### config.mk
export PLATFORM = sky130hd
export DESIGN_NAME = rstsc_top
export DESIGN_NICKNAME = d
export VERILOG_FILES = /design/src/rtl/rstsc_pkg.sv /design/src/rtl/rstsc_sync.sv /design/src/rtl/rstsc_top.sv
export SDC_FILE = /design/constraint.sdc
export NUM_CORES = 1
export LEC_CHECK = 0
export BUFFER_PORTS_ARGS = -buffer_cell sky130_fd_sc_hd__buf_2
export CORE_MARGIN = 4
export CORE_UTILIZATION = 30
export DETAILED_ROUTE_END_ITERATION = 10
export MAX_ROUTING_LAYER = met4
export PLACE_DENSITY = 0.53
export SKIP_LAST_GASP = 1
export SLEW_MARGIN = 25
export SYNTH_ARGS = -nofsm -noshare
export SYNTH_HDL_FRONTEND = slang
export SYNTH_SLANG_ARGS = --single-unit
### constraint.sdc
create_clock -name i_sys_clk -period 2.6 [get_ports i_sys_clk]
set_input_delay 0 -clock i_sys_clk [delete_from_list [all_inputs] [get_ports i_sys_clk]]
set_output_delay 0 -clock i_sys_clk [all_outputs]
set_load 0.01 [all_outputs]
### src/rtl/rstsc_pkg.sv
// constants for the reset status and control block
package rstsc_pkg;
	localparam int unsigned CLK_HZ = 25000000;
	localparam int unsigned POR_HOLD_MS = 64;
	localparam int unsigned POR_HOLD_CYC = (CLK_HZ / 1000) * POR_HOLD_MS;
	localparam int unsigned EXTERNAL_RESET_PIN_MIN_US = 10;
	localparam int unsigned EXTERNAL_RESET_PIN_MIN_CYC = (CLK_HZ / 1000000) * EXTERNAL_RESET_PIN_MIN_US;
	localparam logic [7:0] PSC_ADDR = 8'hFF;
	localparam logic [7:0] CLKCFG_ADDR = 8'hF0;
	localparam logic [7:0] PSC_RESET = 8'h10;
	localparam logic [7:0] PSC_WR_MASK = 8'h09;
	localparam logic [7:0] RD_UNMAPPED = 8'h00;
	localparam int unsigned BIT_IES = 7;
	localparam int unsigned BIT_WATCHDOG_RESET_FLAG = 5;
	localparam int unsigned BIT_POWER_ON_RESET_FLAG = 4;
	localparam int unsigned BIT_SLEEP = 3;
	localparam int unsigned BIT_STOP = 0;
	localparam logic [15:0] RESET_VECTOR = 16'h0000;
	localparam logic [2:0] CPU_DIV_POR = 3'h3;
	localparam logic [1:0] TIMER_SEL_MIN = 2'h0;
	localparam logic CLK_INTERNAL = 1'b0;
endpackage

### src/rtl/rstsc_sync.sv
// two-flop synchroniser for pin inputs
`timescale 1ns/1ns
`default_nettype none
module rstsc_sync #(
	parameter int W = 1
) (
	input  wire logic         i_sys_clk,
	input  wire logic         i_rst_n,
	input  wire logic [W-1:0] i_async,
	output logic      [W-1:0] o_sync
);
	logic [W-1:0] meta_r;

	always_ff @(posedge i_sys_clk or negedge i_rst_n)
	begin
		if (!i_rst_n)
		begin
			meta_r <= '0;
			o_sync <= '0;
		end
		else
		begin
			meta_r <= i_async;
			o_sync <= meta_r;
		end
	end
endmodule // rstsc_sync
`default_nettype wire

### src/rtl/rstsc_top.sv
// reset sequencing and processor status and control register
// Notes on behaviour
// RULE_01: any reset restores every register default and disables all interrupts; a watchdog reset here keeps the CPU clock divider.
// RULE_02: after reset release the CPU fetches from address zero.
// RULE_03: after reset the clock source is internal until firmware changes it.
// RULE_04: reset returns the sleep/watchdog timer to its shortest interval.
// RULE_05: power-on reset sets the CPU clock divider to divide by eight.
// RULE_06: bit 7 is read-only and mirrors the global interrupt enable flag.
// RULE_07: watchdog reset sets bit 5; software can clear, never set it.
// RULE_08: power-on reset sets bit 4; software clears only; reset value 0x10.
// RULE_09: watchdog resets are suppressed while the power-on flag is set.
// RULE_10: writing 1 to bit 3 sleeps the CPU until an interrupt is pending.
// RULE_11: writing 1 to bit 0 halts the CPU until watchdog or power-on reset.
// RULE_12: three reset sources; power-on and watchdog causes logged separately.
// RULE_13: after power-on reset the CPU stays suspended for 64 ms.
// RULE_14: external pin high for at least 10 us causes a full power-on reset.
// RULE_15: clearing the power-on flag enables the watchdog until next power-on.
// RULE_16: reserved bits 6, 2, 1 read zero and ignore writes.
`timescale 1ns/1ns
`default_nettype none
module rstsc_top #(
	parameter int unsigned POR_HOLD_CYCLES = rstsc_pkg::POR_HOLD_CYC
) (
	input  wire logic        i_sys_clk,
	input  wire logic        i_rst_n,
	input  wire logic        i_external_reset_pin,
	input  wire logic        i_watchdog_reset_event,
	input  wire logic        i_global_irq_enable,
	input  wire logic        i_irq_pending,
	input  wire logic [7:0]  i_addr,
	input  wire logic [7:0]  i_wdata,
	input  wire logic        i_wr,
	input  wire logic        i_rd,
	output logic      [7:0]  o_rdata,
	output logic             o_cpu_run,
	output logic             o_cpu_reset,
	output logic             o_sleep,
	output logic             o_halted,
	output logic             o_irq_disable,
	output logic      [15:0] o_fetch_addr,
	output logic             o_clk_external,
	output logic      [2:0]  o_cpu_div_sel,
	output logic      [1:0]  o_timer_sel,
	output logic             o_watchdog_enable
);
	typedef enum logic [1:0] {ST_POR_HOLD, ST_RUN, ST_HALT} rstsc_state_t;

	logic         external_reset_pin_s;
	logic         soft_por;
	logic         wdr_take;
	logic         wr_psc;
	logic         wr_cfg;
	logic         rd_hit;
	logic         power_on_reset_flag_r;
	logic         watchdog_reset_flag_r;
	logic         sleep_r;
	logic         stop_r;
	logic         wdt_en_r;
	logic         clk_ext_r;
	logic [2:0]   div_r;
	logic [1:0]   tsel_r;
	logic [31:0]  hold_r;
	logic [31:0]  external_reset_pin_cnt_r;
	logic         any_rst;
	logic [7:0]   psc_view;
	rstsc_state_t state_r;

	function automatic logic addr_is(input logic [7:0] a, input logic [7:0] b);
		return a == b;
	endfunction

	rstsc_sync #(.W(1)) u_external_reset_pin_sync (
		.i_sys_clk (i_sys_clk),
		.i_rst_n   (i_rst_n),
		.i_async   (i_external_reset_pin),
		.o_sync    (external_reset_pin_s)
	);

	assign wr_psc = i_wr && addr_is(i_addr, rstsc_pkg::PSC_ADDR);
	assign wr_cfg = i_wr && addr_is(i_addr, rstsc_pkg::CLKCFG_ADDR);
	assign rd_hit = addr_is(i_addr, rstsc_pkg::PSC_ADDR);

	// pin held past the minimum width triggers power-on sequence
	always_ff @(posedge i_sys_clk or negedge i_rst_n)
	begin
		if (!i_rst_n)
			external_reset_pin_cnt_r <= '0;
		else if (!external_reset_pin_s)
			external_reset_pin_cnt_r <= '0;
		else if (external_reset_pin_cnt_r < rstsc_pkg::EXTERNAL_RESET_PIN_MIN_CYC)
			external_reset_pin_cnt_r <= external_reset_pin_cnt_r + 32'd1;
	end
	assign soft_por = external_reset_pin_s && (external_reset_pin_cnt_r == rstsc_pkg::EXTERNAL_RESET_PIN_MIN_CYC - 1); // [RULE_14]

	// watchdog only counts once enabled and power-on flag clear
	assign wdr_take = i_watchdog_reset_event && wdt_en_r && !power_on_reset_flag_r; // [RULE_09] [RULE_12]
	// pin resets arrive as soft_por, so these two cover pin and watchdog; power-on comes in on i_rst_n
	assign any_rst  = soft_por || wdr_take; // [RULE_12]

	// cause flags: hardware set wins over software clear
	always_ff @(posedge i_sys_clk or negedge i_rst_n)
	begin
		if (!i_rst_n)
			power_on_reset_flag_r <= 1'b1; // [RULE_08]
		else if (soft_por)
			power_on_reset_flag_r <= 1'b1; // [RULE_08]
		else if (wr_psc && !i_wdata[rstsc_pkg::BIT_POWER_ON_RESET_FLAG])
			power_on_reset_flag_r <= 1'b0;
	end

	always_ff @(posedge i_sys_clk or negedge i_rst_n)
	begin
		if (!i_rst_n)
			watchdog_reset_flag_r <= 1'b0;
		else if (wdr_take)
			watchdog_reset_flag_r <= 1'b1; // [RULE_07]
		else if (soft_por)
			watchdog_reset_flag_r <= 1'b0;
		else if (wr_psc && !i_wdata[rstsc_pkg::BIT_WATCHDOG_RESET_FLAG])
			watchdog_reset_flag_r <= 1'b0; // [RULE_07]
	end

	// watchdog enable latches on flag clear, dropped only by power-on
	always_ff @(posedge i_sys_clk or negedge i_rst_n)
	begin
		if (!i_rst_n)
			wdt_en_r <= 1'b0;
		else if (soft_por)
			wdt_en_r <= 1'b0; // [RULE_15]
		else if (!power_on_reset_flag_r)
			wdt_en_r <= 1'b1; // [RULE_15]
	end

	// sleep and stop controls
	always_ff @(posedge i_sys_clk or negedge i_rst_n)
	begin
		if (!i_rst_n)
		begin
			sleep_r <= 1'b0;
			stop_r  <= 1'b0;
		end
		else if (any_rst)
		begin
			sleep_r <= 1'b0; // [RULE_01]
			stop_r  <= 1'b0;
		end
		else
		begin
			if (wr_psc)
				sleep_r <= i_wdata[rstsc_pkg::BIT_SLEEP]; // [RULE_10]
			else if (i_irq_pending)
				sleep_r <= 1'b0; // [RULE_10]
			if (wr_psc && i_wdata[rstsc_pkg::BIT_STOP])
				stop_r <= 1'b1; // [RULE_11]
		end
	end

	// clocking configuration: [0] external, [3:1] divider, [5:4] timer
	always_ff @(posedge i_sys_clk or negedge i_rst_n)
	begin
		if (!i_rst_n)
		begin
			clk_ext_r <= rstsc_pkg::CLK_INTERNAL;
			div_r     <= rstsc_pkg::CPU_DIV_POR;
			tsel_r    <= rstsc_pkg::TIMER_SEL_MIN;
		end
		else if (any_rst)
		begin
			clk_ext_r <= rstsc_pkg::CLK_INTERNAL; // [RULE_03]
			tsel_r    <= rstsc_pkg::TIMER_SEL_MIN; // [RULE_04]
			if (soft_por)
				div_r <= rstsc_pkg::CPU_DIV_POR; // [RULE_05]
		end
		else if (wr_cfg)
		begin
			clk_ext_r <= i_wdata[0];
			div_r     <= i_wdata[3:1];
			tsel_r    <= i_wdata[5:4];
		end
	end

	// sequencer: power-on hold, run, halt
	always_ff @(posedge i_sys_clk or negedge i_rst_n)
	begin
		if (!i_rst_n)
		begin
			state_r <= ST_POR_HOLD;
			hold_r  <= '0;
		end
		else if (soft_por)
		begin
			state_r <= ST_POR_HOLD;
			hold_r  <= '0;
		end
		else
		begin
			unique case (state_r)
				ST_POR_HOLD:
				begin
					if (hold_r >= POR_HOLD_CYCLES - 1)
						state_r <= ST_RUN; // [RULE_13]
					else
						hold_r <= hold_r + 32'd1;
				end
				ST_RUN:
				begin
					hold_r <= '0;
					// a watchdog reset in the same cycle cancels the stop
					if (stop_r && !wdr_take)
						state_r <= ST_HALT; // [RULE_11]
				end
				ST_HALT:
				begin
					if (wdr_take)
						state_r <= ST_RUN; // [RULE_11]
				end
				default:
					state_r <= ST_POR_HOLD;
			endcase
		end
	end

	assign o_cpu_reset       = (state_r == ST_POR_HOLD) || wdr_take; // [RULE_02]
	assign o_cpu_run         = (state_r == ST_RUN) && !sleep_r && !stop_r;
	assign o_sleep           = sleep_r;
	assign o_halted          = (state_r == ST_HALT) || stop_r;
	assign o_irq_disable     = o_cpu_reset; // [RULE_01]
	assign o_fetch_addr      = rstsc_pkg::RESET_VECTOR; // [RULE_02]
	assign o_clk_external    = clk_ext_r;
	assign o_cpu_div_sel     = div_r;
	assign o_timer_sel       = tsel_r;
	assign o_watchdog_enable = wdt_en_r;

	always_comb
	begin
		psc_view = '0; // [RULE_16]
		psc_view[rstsc_pkg::BIT_IES]   = i_global_irq_enable; // [RULE_06]
		psc_view[rstsc_pkg::BIT_WATCHDOG_RESET_FLAG]  = watchdog_reset_flag_r;
		psc_view[rstsc_pkg::BIT_POWER_ON_RESET_FLAG]  = power_on_reset_flag_r;
		psc_view[rstsc_pkg::BIT_SLEEP] = sleep_r;
		psc_view[rstsc_pkg::BIT_STOP]  = stop_r;
	end

	always_ff @(posedge i_sys_clk or negedge i_rst_n)
	begin
		if (!i_rst_n)
			o_rdata <= '0;
		else if (i_rd && rd_hit)
			o_rdata <= psc_view;
		else if (i_rd && addr_is(i_addr, rstsc_pkg::CLKCFG_ADDR))
			o_rdata <= {2'b00, tsel_r, div_r, clk_ext_r};
		else
			o_rdata <= rstsc_pkg::RD_UNMAPPED;
	end

	// flag, sequencing and read port checks
	a_power_on_reset_flag_set_on_por: assert property (@(posedge i_sys_clk) disable iff (!i_rst_n) // [RULE_08]
		soft_por |=> power_on_reset_flag_r) else $error("power-on flag not set");
	a_power_on_reset_flag_no_sw_set: assert property (@(posedge i_sys_clk) disable iff (!i_rst_n) // [RULE_08]
		(!power_on_reset_flag_r && !soft_por) |=> !power_on_reset_flag_r) else $error("power-on flag set by software");
	a_power_on_reset_flag_sw_clear: assert property (@(posedge i_sys_clk) disable iff (!i_rst_n) // [RULE_08]
		(wr_psc && !i_wdata[rstsc_pkg::BIT_POWER_ON_RESET_FLAG] && !soft_por) |=> !power_on_reset_flag_r)
		else $error("power-on flag not cleared");
	a_watchdog_reset_flag_no_sw_set: assert property (@(posedge i_sys_clk) disable iff (!i_rst_n) // [RULE_07]
		(!watchdog_reset_flag_r && !wdr_take) |=> !watchdog_reset_flag_r) else $error("watchdog flag set without event");
	a_watchdog_reset_flag_set_on_wdr: assert property (@(posedge i_sys_clk) disable iff (!i_rst_n) // [RULE_07]
		wdr_take |=> watchdog_reset_flag_r) else $error("watchdog flag not set");
	a_wdr_suppressed: assert property (@(posedge i_sys_clk) disable iff (!i_rst_n) // [RULE_09]
		(power_on_reset_flag_r && i_watchdog_reset_event) |=> !watchdog_reset_flag_r)
		else $error("watchdog event taken while power-on flag set");
	a_power_on_reset_flag_wdt_off: assert property (@(posedge i_sys_clk) disable iff (!i_rst_n) // [RULE_09]
		power_on_reset_flag_r |-> !wdt_en_r) else $error("watchdog enabled while power-on flag set");
	a_wdt_stays_on: assert property (@(posedge i_sys_clk) disable iff (!i_rst_n) // [RULE_15]
		(wdt_en_r && !soft_por) |=> wdt_en_r) else $error("watchdog disabled");
	a_wdt_turns_on: assert property (@(posedge i_sys_clk) disable iff (!i_rst_n) // [RULE_15]
		(!power_on_reset_flag_r && !soft_por) |=> wdt_en_r) else $error("watchdog not enabled");
	a_ies_mirror: assert property (@(posedge i_sys_clk) disable iff (!i_rst_n) // [RULE_06]
		(i_rd && rd_hit) |=> o_rdata[rstsc_pkg::BIT_IES] == $past(i_global_irq_enable))
		else $error("ies bad");
	a_reserved_zero: assert property (@(posedge i_sys_clk) disable iff (!i_rst_n) // [RULE_16]
		$past(i_rd && rd_hit) |-> (o_rdata & 8'h46) == 8'h00) else $error("reserved bits set");
	a_div_after_por: assert property (@(posedge i_sys_clk) disable iff (!i_rst_n) // [RULE_05]
		soft_por |=> o_cpu_div_sel == rstsc_pkg::CPU_DIV_POR) else $error("divider wrong");
	a_div_kept_wdr: assert property (@(posedge i_sys_clk) disable iff (!i_rst_n) // [RULE_05]
		(wdr_take && !soft_por) |=> $stable(o_cpu_div_sel)) else $error("divider moved");
	a_por_hold: assert property (@(posedge i_sys_clk) disable iff (!i_rst_n) // [RULE_13]
		soft_por |=> o_cpu_reset [*8]) else $error("cpu released early");
	a_hold_release: assert property (@(posedge i_sys_clk) disable iff (!i_rst_n) // [RULE_13]
		(state_r == ST_POR_HOLD && hold_r == POR_HOLD_CYCLES - 1 && !soft_por)
		|=> state_r == ST_RUN) else $error("hold not released");
	a_sleep_set: assert property (@(posedge i_sys_clk) disable iff (!i_rst_n) // [RULE_10]
		(wr_psc && i_wdata[rstsc_pkg::BIT_SLEEP] && !any_rst) |=> sleep_r)
		else $error("sleep not entered");
	a_sleep_wake: assert property (@(posedge i_sys_clk) disable iff (!i_rst_n) // [RULE_10]
		(sleep_r && i_irq_pending && !wr_psc) |=> !sleep_r) else $error("no wake");
	a_stop_set: assert property (@(posedge i_sys_clk) disable iff (!i_rst_n) // [RULE_11]
		(wr_psc && i_wdata[rstsc_pkg::BIT_STOP] && !any_rst) |=> stop_r)
		else $error("stop not taken");
	a_stop_halts: assert property (@(posedge i_sys_clk) disable iff (!i_rst_n) // [RULE_11]
		(state_r == ST_RUN && stop_r && !any_rst) |=> state_r == ST_HALT)
		else $error("cpu not halted");
	a_halted_no_run: assert property (@(posedge i_sys_clk) disable iff (!i_rst_n) // [RULE_11]
		o_halted |-> !o_cpu_run) else $error("cpu runs while halted");
	a_halt_release: assert property (@(posedge i_sys_clk) disable iff (!i_rst_n) // [RULE_11]
		(state_r == ST_HALT && wdr_take && !soft_por) |=> !o_halted)
		else $error("halt not released");
	a_wdr_clr_ctrl: assert property (@(posedge i_sys_clk) disable iff (!i_rst_n) // [RULE_01]
		wdr_take |=> (!sleep_r && !stop_r)) else $error("controls not reset");
	a_clk_internal: assert property (@(posedge i_sys_clk) disable iff (!i_rst_n) // [RULE_03]
		any_rst |=> (!o_clk_external && o_timer_sel == rstsc_pkg::TIMER_SEL_MIN))
		else $error("clock not reset");
	a_external_reset_pin_one_shot: assert property (@(posedge i_sys_clk) disable iff (!i_rst_n) // [RULE_14]
		soft_por |=> !soft_por) else $error("pin trigger repeated");
endmodule // rstsc_top
`default_nettype wire

==> summary.txt <==
Drt first pass iters -> 4
Final antenna-violating net count -> 0
Primary FF master, synth -> dfrtp_1
Sequential area share after synthesis -> 0.5259
Number of register bits inferred by synthesis -> 86
Antenna cells -> 0
Synth Warn # -> 0
PortBufs -> 40
Layout area overhead -> 18.83%
Critical Path Start Type -> register
Leak Pwr -> 0.002329 uW
Max Slew Vio Count -> 0
Later-pin clock latency in the skew report -> 340 ps
Worst hold slack -> 92.24 ps
Setup Skew -> 7.145 ps
Clk buf depth -> 2
CP endpoint kind -> register
Share of cells above drive strength 1 -> 0.1630
Initial core utilization -> 0.3083
Hpwl dp -> 5.702 mm
Top Ports -> 60
Final min period -> 2439 ps
Max rail drop VDD -> 0.3067 mV
Routed vias/inst -> 4.778
DR vias -> 3010
Ranking of synthesized cells by area -> dfrtp_1 51%, and2_1 6.3%, mux2i_1 4.9%, nand2_1 3.5%, buf_4 3.3%
Commonest non-fill, non-tap cell in the layout -> dfrtp_1
Post-Synthesis Cells -> 393
Pwr/cell area -> 556.7 mW/mm2
Status -> completed
Commonest cells after routing, fill and taps aside -> 83 x dfrtp_1, 41 x and2_1, 39 x buf_2, 38 x nand2_1, 21 x a21oi_1
Initial antenna violation count -> 0
Die Area -> 0.01560 mm2
CP Max Fanout -> 7
Area after DPL -> 0.004462 mm2
Clk slew on worst S/H paths -> 60 ps
Post-route cell area -> 0.004871 mm2
Placed insts -> 603
Period utilization -> 0.9381
Die Ht -> 124.9 um
Achievable Freq -> 410.0 MHz
Global route overflow -> 0
Worst EP arrival -> 2700 ps
Fillers -> 1312
Setup_tns -> 0 ps
Max-slew headroom -> 0.4828
H-tree level count -> 3
Clk sinks -> 86
Hold Path Class -> in2reg
Mean area per synthesized cell -> 10.43 um2
Routed WL -> 8.438 mm
Cell Count, Final, Fillers Out -> 630
Async SR Flop Fraction -> 1.000
First-pass GRT wire length -> 14.67 mm
Critical path class -> reg2reg
Final hold vios -> 0
Root buffer cell -> clkbuf_16
NumNets Final -> 476
Yosys cell types -> 50
Power Total -> 2712 uW
Initial DRC count -> 203
Total global-route track usage -> 0.1182
Rows -> 42
Drc violations -> 0
EDFF count, synth -> 0
CP Data Required Time -> 2860 ps
Core region area -> 0.01330 mm2
Yosys top cell by area -> dfrtp_1
CTS tree -> yes
Routed len/inst -> 13.39 um
Largest net degree at the start of global routing -> 87
Max cap viols -> 0
Mapped Area -> 0.004099 mm2
Final GP Congestion -> 0.7971
Die Span X -> 124.9 um
R2r setup slk -> 160 ps
Worst Tran Pin Value -> 775.8 ps
# setup viols final -> 0
RSZ-0062 raised after global routing -> false
Top cell type's share of synthesized area -> 0.5067
Number of CTS-inserted buffers -> 9
Vias in the first global route -> 2936
metrics by stage:
step                worst slack, ps    util
global route                  40.54  0.3664
finish                        161.0  0.3664
global placement              227.8  0.3353
floorplan                     422.5       -
detailed placement            177.9  0.3356
CTS                           141.8  0.3652
kinds of logic after synthesis:
family | share of synthesized area
compound gates | 0.09860
xor+xnor | 0.006411
fa+ha+maj | 0.009158
buf+inv | 0.04915
flops | 0.5259
mux | 0.04884
other cells | 0.0009149
simple gates | 0.2610
synthesized netlist by cell type, types with 2 or more instances:
library cell,count
a211o_1,2
ha_1,3
and4_1,3
clkbuf_1,8
o221ai_1,4
buf_4,18
inv_1,7
and3_1,7
nor4_1,9
mux2i_1,20
nor4b_1,2
xnor2_1,3
nand2b_1,16
o21ai_0,6
or3_1,2
dfstp_2,3
nor2_1,18
nor2b_1,3
a41oi_1,2
a21o_1,3
nand4_1,11
a21oi_1,21
buf_2,2
nor3_1,3
and2_1,41
a2111o_1,4
or4_1,4
nand2_1,38
dfrtp_1,83
nand3b_1,3
a22o_1,4
o211ai_1,3
nand3_1,20
report_power, final:
group	internal (uW)	total (uW)	switching [uW]
sequential	1360	1380	18.7
clock	660	1210	546
combinational	47.5	125	77.4
critical path: stages, from the launching register on:
cell     delay (ps)
dfrtp_1         370
or4_1           620
nor4_4          530
nand2_1         320
a211o_1         370
a21oi_1         150
registers in the layout, summed over array words and instances, names as in the netlist:
signal,flops
u_external_reset_pin_sync.meta_r,1
watchdog_reset_flag_r,1
power_on_reset_flag_r,1
state_r,2
o_cpu_div_sel,3
hold_r,32
o_clk_external,1
o_rdata,7
external_reset_pin_cnt_r,32
o_timer_sel,2
o_sleep,1
stop_r,1
o_watchdog_enable,1
u_external_reset_pin_sync.o_sync,1
per-layer routing:
layer	part of all wire	vias to the layer above	track usage
li1	-	1482	-
met4	0.012	0	0.03699
met5	0	-	-
met3	0.045	10	0.04160
met2	0.48	51	0.1772
met1	0.46	1467	0.1510
worst paths after layout:
kind                                                                  from                                          to  cells after the start
worst max-delay path                                hold_r[26]$_DFFE_PN0P_                      hold_r[10]$_DFFE_PN0P_                      5
worst min-delay path                                i_watchdog_reset_event           watchdog_reset_flag_r$_DFFE_PN0P_                      3
worst max register to register                      hold_r[26]$_DFFE_PN0P_                      hold_r[10]$_DFFE_PN0P_                      5
worst min register to register  u_external_reset_pin_sync.meta_r$_DFF_PN0_  u_external_reset_pin_sync.o_sync$_DFF_PN0_                      0
max in group asynchronous                                          i_rst_n                       hold_r[7]$_DFFE_PN0P_                      2
min in group asynchronous                                          i_rst_n     external_reset_pin_cnt_r[2]$_DFFE_PN0P_                      2
repair_timing:
item | CTS | global route
setup endpoints to repair | 0 | 12
buffers inserted | 0 | 0
resized for setup | 0 | 2
endpoints found under the hold margin | 95 | 0
hold buffers | 11 | 0
final cells by class:
type / instances / area (um2) / area share
tap: 176 / 220.2 / 0.04521
multi-input combinational: 288 / 1823 / 0.3743
timing repair buffer: 57 / 361.6 / 0.07424
clock buffer: 9 / 225.2 / 0.04624
inverter: 7 / 26.28 / 0.005394
clock inverter: 7 / 58.81 / 0.01207
sequential: 86 / 2156 / 0.4426
No activity file was read; power rests on OpenSTA's default activity.
